$ cat config.mk
export PLATFORM = sky130hd
export DESIGN_NAME = intr_accept
export DESIGN_NICKNAME = d
export VERILOG_FILES = /design/src/hw/intr_accept_pkg.sv /design/src/hw/intr_accept.sv
export VERILOG_INCLUDE_DIRS = /design/src /design/src/hw
export SDC_FILE = /design/constraint.sdc
export NUM_CORES = 1
export LEC_CHECK = 0
export BUFFER_PORTS_ARGS = -buffer_cell sky130_fd_sc_hd__buf_2
export CAP_MARGIN = 5
export CELL_PAD_IN_SITES_DETAIL_PLACEMENT = 0
export CELL_PAD_IN_SITES_GLOBAL_PLACEMENT = 2
export CORE_UTILIZATION = 25
export CTS_BUF_LIST = sky130_fd_sc_hd__clkbuf_2 sky130_fd_sc_hd__clkbuf_4 sky130_fd_sc_hd__clkbuf_8
export DETAILED_ROUTE_END_ITERATION = 10
export PLACE_DENSITY = 0.8
export SLEW_MARGIN = 20
export SYNTH_ARGS = -nofsm -noshare
export SYNTH_HDL_FRONTEND = slang
export SYNTH_SLANG_ARGS = --single-unit
$ cat constraint.sdc
create_clock -name clk_sys -period 26 [get_ports clk_sys]
set_input_delay 0 -clock clk_sys [delete_from_list [all_inputs] [get_ports clk_sys]]
set_output_delay 0 -clock clk_sys [all_outputs]
set_load 0.005 [all_outputs]
$ cat src/hw/intr_accept_consts.svh
// Constants for the interrupt acceptance and address map block.
// Assumes inclusion by bare name from the package and design file.
`ifndef INTR_ACCEPT_CONSTS_SVH
`define INTR_ACCEPT_CONSTS_SVH

`define ADDR_SPACE_LO    20'h00000
`define ADDR_SPACE_HI    20'hfffff
`define VECTOR_LO        20'h0ffdc
`define VECTOR_HI        20'h0ffff
`define ROM_TOP          20'h0ffff
`define ROM_SIZE_DEF     20'h08000
`define DFLASH_LO        20'h02400
`define DFLASH_HI        20'h02bff
`define RAM_BASE         20'h00400
`define RAM_SIZE_DEF     20'h00800
`define SFR_LO0          20'h00000
`define SFR_HI0          20'h002ff
`define SFR_LO1          20'h01300
`define SFR_HI1          20'h0147f
`define NUM_INTERNAL     14
`define NUM_EXTERNAL     6
`define NUM_SOFTWARE     4
`define TRAP_SAVE_MAX    6'd31
`define IEN_RESET        1'b0
`define SSEL_RESET       1'b0
`define PRIO_RESET       3'h0

`endif

$ cat src/hw/intr_accept_pkg.sv
// Types for the interrupt acceptance and address map block.
// Assumes the constants header is on the include path.
`include "intr_accept_consts.svh"

package intr_accept_pkg;

  typedef enum logic [2:0] {
    REGION_NONE   = 3'b000,
    REGION_SFR    = 3'b001,
    REGION_RAM    = 3'b010,
    REGION_DFLASH = 3'b011,
    REGION_ROM    = 3'b100,
    REGION_VECTOR = 3'b101
  } region_t;

  typedef struct packed {
    logic       ien;
    logic       ssel;
    logic [2:0] prio;
  } flags_t;

  typedef struct packed {
    logic       valid;
    logic [4:0] source;
    logic [2:0] prio;
  } grant_t;

endpackage

$ cat src/hw/intr_accept.sv
// Interrupt acceptance flags, request arbitration and memory region decode.
// Holds the enable, stack select and priority flags with a saved copy,
// picks the highest pending hardware request above the current level,
// and registers the region that the presented address falls in.
// Assumes the CPU sequencer drives strobes synchronous to clk_sys.
// Assumes requesting peripherals run on clk_sys, so no synchroniser is needed.
//
// Contract
// - Maskable requests are blocked while the enable flag is 0, allowed at 1.
// - Acknowledging any interrupt clears the enable flag; only the hardware ack clears it here, trap_exec leaves it.
// - Stack select 0 picks interrupt stack pointer, 1 picks user stack pointer.
// - Stack select clears on hardware acknowledge or trap numbers 0 to 31.
// - Processor priority level is a 3-bit field holding levels 0 to 7.
// - A request is allowed only if its priority exceeds the current level.
// - Reserved flag bit is written as 0 and reads undefined.
// - Decoder spans the whole 1 Mbyte space 00000h to FFFFFh.
// - Addresses 0FFDCh to 0FFFFh decode as the fixed vector table.
// - Program ROM ends at 0FFFFh and grows downward by its size.
// - Data flash decodes at 02400h to 02BFFh.
// - RAM starts at 00400h and grows upward; it holds the interrupt stack.
// - Register decode covers 00000h-002FFh and 01300h-0147Fh.
// - Requests come from 14 internal, 6 external and 4 software sources.
`timescale 1ns/1ps
`default_nettype none
`include "intr_accept_consts.svh"

module intr_accept
  import intr_accept_pkg::*;
#(
  parameter int          N_INT    = `NUM_INTERNAL,
  parameter int          N_EXT    = `NUM_EXTERNAL,
  parameter logic [19:0] ROM_SIZE = `ROM_SIZE_DEF,
  parameter logic [19:0] RAM_SIZE = `RAM_SIZE_DEF
) (
  // Clock and reset
  input  wire  logic                  clk_sys,
  input  wire  logic                  rst,
  // Hardware requests and their priorities
  input  wire  logic [N_INT+N_EXT-1:0] hw_req,
  input  wire  logic [3*(N_INT+N_EXT)-1:0] hw_prio,
  // Sequencer acknowledge and trap execution
  input  wire  logic                  ack,
  input  wire  logic                  trap_exec,
  input  wire  logic [5:0]            trap_num,
  // Flag writes and restore on return
  input  wire  logic                  flag_wr,
  input  wire  flags_t                flag_wdata,
  input  wire  logic                  flag_restore,
  // Address to decode
  input  wire  logic [19:0]           addr,
  // Current flags and saved copy
  output var   flags_t                flags,
  output var   flags_t                saved_flags,
  output logic                        use_user_sp,
  // Arbitration result
  output var   grant_t                grant,
  // Region decode
  output var   region_t               region,
  output logic                        sfr_hit
);

  localparam int NHW = N_INT + N_EXT;

  //////////////////////////////////////////////////////////////////////////////
  // Helpers
  function automatic logic in_range(
    input logic [19:0] a,
    input logic [19:0] lo,
    input logic [19:0] hi
  );
    begin
      in_range = (a >= lo) && (a <= hi);
    end
  endfunction

  //////////////////////////////////////////////////////////////////////////////
  // Arbitration

  logic [2:0] best_prio [NHW:0];
  logic [4:0] best_src  [NHW:0];
  logic       best_vld  [NHW:0];
  assign best_prio[0] = 3'h0;
  assign best_src[0]  = 5'h00;
  assign best_vld[0]  = 1'b0;

  genvar g;
  generate
    for (g = 0; g < NHW; g++) begin : g_arb
      wire logic [2:0] p     = hw_prio[3*g +: 3];
      wire logic       above = p > flags.prio;
      wire logic       beats = !best_vld[g] || (p > best_prio[g]);
      wire logic       take  = hw_req[g] && above && beats;
      assign best_prio[g+1] = take ? p : best_prio[g];
      assign best_src[g+1]  = take ? 5'(g) : best_src[g];
      assign best_vld[g+1]  = best_vld[g] | take;
    end
  endgenerate

  wire logic   grant_vld  = best_vld[NHW] && flags.ien;
  wire grant_t grant_next = '{
    valid:  grant_vld,
    source: best_src[NHW],
    prio:   best_prio[NHW]
  };

  //////////////////////////////////////////////////////////////////////////////
  // Flags
  wire logic trap_low = trap_num <= `TRAP_SAVE_MAX;
  wire logic trap_clr = trap_exec && trap_low;
  flags_t    flags_next;
  flags_t    saved_next;

  // Restore beats write; acknowledge and trap clears win over both
  always_comb begin
    flags_next = flags;
    if (flag_restore) begin
      flags_next = saved_flags;
    end else if (flag_wr) begin
      flags_next = flag_wdata;
    end
    if (ack) begin
      flags_next.ien  = 1'b0;
      flags_next.ssel = 1'b0;
    end
    if (trap_clr) begin
      flags_next.ssel = 1'b0;
    end
  end

  // Copy kept for the return path
  always_comb begin
    saved_next = saved_flags;
    if (ack || trap_exec) begin
      saved_next = flags;
    end
  end

  //////////////////////////////////////////////////////////////////////////////
  // Address decode
  wire logic [19:0] rom_lo = `ROM_TOP - ROM_SIZE + 20'h00001;
  wire logic [19:0] ram_hi = `RAM_BASE + RAM_SIZE - 20'h00001;
  wire logic hit_sfr0 = in_range(addr, `SFR_LO0, `SFR_HI0);
  wire logic hit_sfr1 = in_range(addr, `SFR_LO1, `SFR_HI1);
  wire logic hit_sfr  = hit_sfr0 || hit_sfr1;
  wire logic hit_vec  = in_range(addr, `VECTOR_LO, `VECTOR_HI);
  wire logic hit_rom  = in_range(addr, rom_lo, `ROM_TOP);
  wire logic hit_df   = in_range(addr, `DFLASH_LO, `DFLASH_HI);
  wire logic hit_ram  = in_range(addr, `RAM_BASE, ram_hi);
  wire region_t region_next = hit_sfr ? REGION_SFR    :
                              hit_vec ? REGION_VECTOR :
                              hit_rom ? REGION_ROM    :
                              hit_df  ? REGION_DFLASH :
                              hit_ram ? REGION_RAM    : REGION_NONE;

  //////////////////////////////////////////////////////////////////////////////
  // Current flags
  always_ff @(posedge clk_sys or posedge rst) begin
    if (rst) begin
      flags <= '{ien: `IEN_RESET, ssel: `SSEL_RESET, prio: `PRIO_RESET};
    end else begin
      flags <= flags_next;
    end
  end

  //////////////////////////////////////////////////////////////////////////////
  // Saved flags
  always_ff @(posedge clk_sys or posedge rst) begin
    if (rst) begin
      saved_flags <= '{ien: `IEN_RESET, ssel: `SSEL_RESET, prio: `PRIO_RESET};
    end else begin
      saved_flags <= saved_next;
    end
  end

  //////////////////////////////////////////////////////////////////////////////
  // Stack pointer choice
  always_ff @(posedge clk_sys or posedge rst) begin
    if (rst) begin
      use_user_sp <= `SSEL_RESET;
    end else begin
      use_user_sp <= flags_next.ssel;
    end
  end

  //////////////////////////////////////////////////////////////////////////////
  // Grant
  always_ff @(posedge clk_sys or posedge rst) begin
    if (rst) begin
      grant <= '0;
    end else begin
      grant <= grant_next;
    end
  end

  //////////////////////////////////////////////////////////////////////////////
  // Region
  always_ff @(posedge clk_sys or posedge rst) begin
    if (rst) begin
      region <= REGION_NONE;
    end else begin
      region <= region_next;
    end
  end

  //////////////////////////////////////////////////////////////////////////////
  // Register area hit
  always_ff @(posedge clk_sys or posedge rst) begin
    if (rst) begin
      sfr_hit <= 1'b0;
    end else begin
      sfr_hit <= hit_sfr;
    end
  end

endmodule
`default_nettype wire

==> results.cfg <==
[run_status]
status = finished clean

[clock_tree]
cts_sinks = 23
cts_tree = done
cts.clk_slew.worst_paths_ps = 90
clock_latency_ps = 260
cts_root_buf = clkbuf_8
cts_buffers = 3
htreeDepth = 1
cts_max_path_buffers = 2

[floorplanning]
num_rows = 51
start_util_pct = 25.5
die_w_um = 143
die-area_sq_um = 20400
coreArea_sq_um = 19500
fp.dieH_um = 143
ios = 141

[critical_path]
end_kind = flop
critPathRequiredTime_ps = 26150
crit_path_max_incr_delay_ps = 580
worst_path_most_repeated_cell = a21oi_2
cp.buffers_inverters = 9
criticalPathCategory = reg -> reg
startpoint_type = flop
worstPathArrival_ps = 25080
crit_fanout = 7
slowest_stage = or4b_4
cp_top_family = compound AO/OA/AOI/OAI gates

[place]
placed_cell_area_sq_um = 6660
dp_hpwl_um = 13700
dp_cells = 1147
io_buffer_count = 133
place_congestion = 0.868

[logic_synthesis]
ys_seq_elements = 23
synth_edf_count = 0
avgSynthCellArea_sq_um = 7.50
synth_nets = 885
syn-cell-area_sq_um = 4960
async_reset_ff_share_pct = 100
ys_types = 68
yosysWarningCount = 0
synth-main-ff-cell = dfrtp_1
syn_inst = 661
ys_seq_area_share_pct = 11.6

[pwr]
peakVddDrop_v = 0.0000379
p_int_w = 0.000468
total_power_w = 0.000848
clkPwrFrac_pct = 2.6
p_seq_share_pct = 5.9
p_sw_share_pct = 44.8
combPwrFrac_pct = 91.5
p_leak_nw = 3.83
p_sw_w = 0.000380
power_density_nw_per_um2 = 112

[final_layout]
drive_above_1_share_pct = 41.9
final_cell_mix = buf_2, buf_4, ha_1
fin_nets = 1142
fillerInstances = 2057
layout_commonest_cell = buf_2
final_cells = 1183
syn2layout_area_growth_pct = 52.8
design_area_sq_um = 7580

[detailed_routing]
drtPass1Iterations = 7
via_per_inst = 4.87
vias = 5756
antenna_left = 0
drt-total-wl_um = 17400
first_iter_violations = 204
drc = 0
post_drt_wl_per_cell_um = 14.7

[global_route]
grt_remaining_overflow = 0
antenna_found_initial = 0
grt_pass1_wl_um = 26600
grt_usage_pct = 16.1
grt_pass1_vias = 5372
grt_max_degree = 24

[timing]
setup_violations = 0
drv_slew = 0
finalHoldViolations = 0
fmax_ghz = 0.0401
fin_crit_ps = 24930
finalCritPeriodShare_pct = 95.9
worstMarginPinSlew_ps = 918
clock_skew_ps = 4.60
relSlewSlack_pct = 38.8
hold_ws_ps = 15.5

[min_path]
hold_class = in -> reg

[flow_run]
max_cap_viol_count = 0
==> worst reg2reg max path: cells and delay by family (launching register included) <==
kind / cells / cell delay, ps
buf+inv: 9 / 980
fa+ha+maj: 22 / 5590
compound gates: 77 / 11960
simple gates: 32 / 4140
flops: 1 / 400
mux: 6 / 1690
==> Yosys cell counts, drive strengths merged, types with 2 or more instances <==
cell,number,area (sq um)
clkbuf,6,22.5
a21boi,5,37.5
mux2i,8,80.1
o2111ai,4,52.6
maj3,2,20.0
nand4,6,37.5
nor4,6,43.8
nor2,42,158
a41oi,2,17.5
nand3,31,155
buf,2,12.5
a31oi,13,81.3
o31ai,6,45.0
nor3,15,86.3
a221oi,2,17.5
a221o,7,71.3
nand2b,3,18.8
or2,5,31.3
inv,73,274
nor2b,26,163
a22oi,4,30.0
and2,12,75.1
a21o,14,105
mux2,9,101
a211o,4,35.0
dfrtp,23,576
o21ai,55,290
a21oi,54,285
ha,107,1340
a32oi,4,35.0
o211a,4,40.0
a211oi,4,30.0
o211ai,6,45.0
o311a,2,20.0
nand2,60,225
o21a,5,37.5
o32a,3,30.0
and3,7,43.8
o41ai,2,25.0
a22o,2,17.5
==> stage by stage <==
stage	TNS, ps	worst slack [ps]	util [%]
after floorplan	0	5.13	-
after global placement	0	433	34.2
after detailed placement	0	20.8	34.2
after CTS	0	34.3	34.9
after global routing	-2350	-383	38.9
final	0	1070	38.9
==> power groups by stage <==
stage | combinational [W] | clock, W | sequential, W
floorplan | 0.000361 | 0 | 0.0000512
global placement | 0.000594 | 0 | 0.0000506
detailed placement | 0.000596 | 0 | 0.0000505
CTS | 0.000604 | 0.0000236 | 0.0000498
global route | 0.000863 | 0.0000254 | 0.0000507
finish | 0.000776 | 0.0000224 | 0.0000496
==> cell type report <==
cell class	instances	area, sq um	share of cell area [%]
Antenna cell	1	2.50	0.0330
Clock buffer	3	41.3	0.545
Clock inverter	1	5.00	0.0661
Inverter	73	278	3.67
Multi-Input combinational cell	557	4690	61.8
Sequential cell	23	576	7.60
Tap cell	265	332	4.38
Timing Repair Buffer	260	1660	21.9
==> worst paths after layout <==
kind,start,to,slack (ps),cells after the start
setup / recovery,flags[2]$_DFFE_PP0P_,grant[1]$_DFF_PP0_,1070,146
hold / removal,hw_prio[59],grant[2]$_DFF_PP0_,20,3
setup reg to reg,flags[2]$_DFFE_PP0P_,grant[1]$_DFF_PP0_,1070,146
hold reg to reg,saved_flags[1]$_DFFE_PP0P_,saved_flags[1]$_DFFE_PP0P_,510,2
max in group asynchronous,rst,grant[4]$_DFF_PP0_,24970,3
min in group asynchronous,rst,region[0]$_DFF_PP0_,470,3
==> sequential cells by signal (all words and copies together) (netlist names) <==
name         count
flags            4
saved_flags      5
use_user_sp      1
grant            9
sfr_hit          1
region           3
==> cell families after synthesis <==
logic type,synth area share (%)
DFF,11.6
adders and majority gates,27.4
xor gates and xnor gates,0.177
and+or+nand+nor,21.8
buffers and inverters,6.23
AOI/OAI and AO/OA,29.1
muxes,3.66
==> timing repair <==
action | CTS | global route
setup buffers | 1 | 24
hold buffers | 6 | 0
setup endpoints to repair | 8 | 8
resized for setup | 5 | 135
pin swaps | 2 | 85
hold endpoints to repair | 28 | 0
==> per-layer routing <==
| metal | routed length (um) | global-route usage [%] | vias to the layer above |
|---|---|---|---|
| li1 | - | - | 2967 |
| met5 | 0 | 0 | - |
| met2 | 8790 | 28.6 | 94 |
| met1 | 8050 | 21.9 | 2685 |
| met3 | 457 | 0.704 | 10 |
| met4 | 125 | 2.09 | 0 |
No activity file was read; power rests on OpenSTA's default activity.
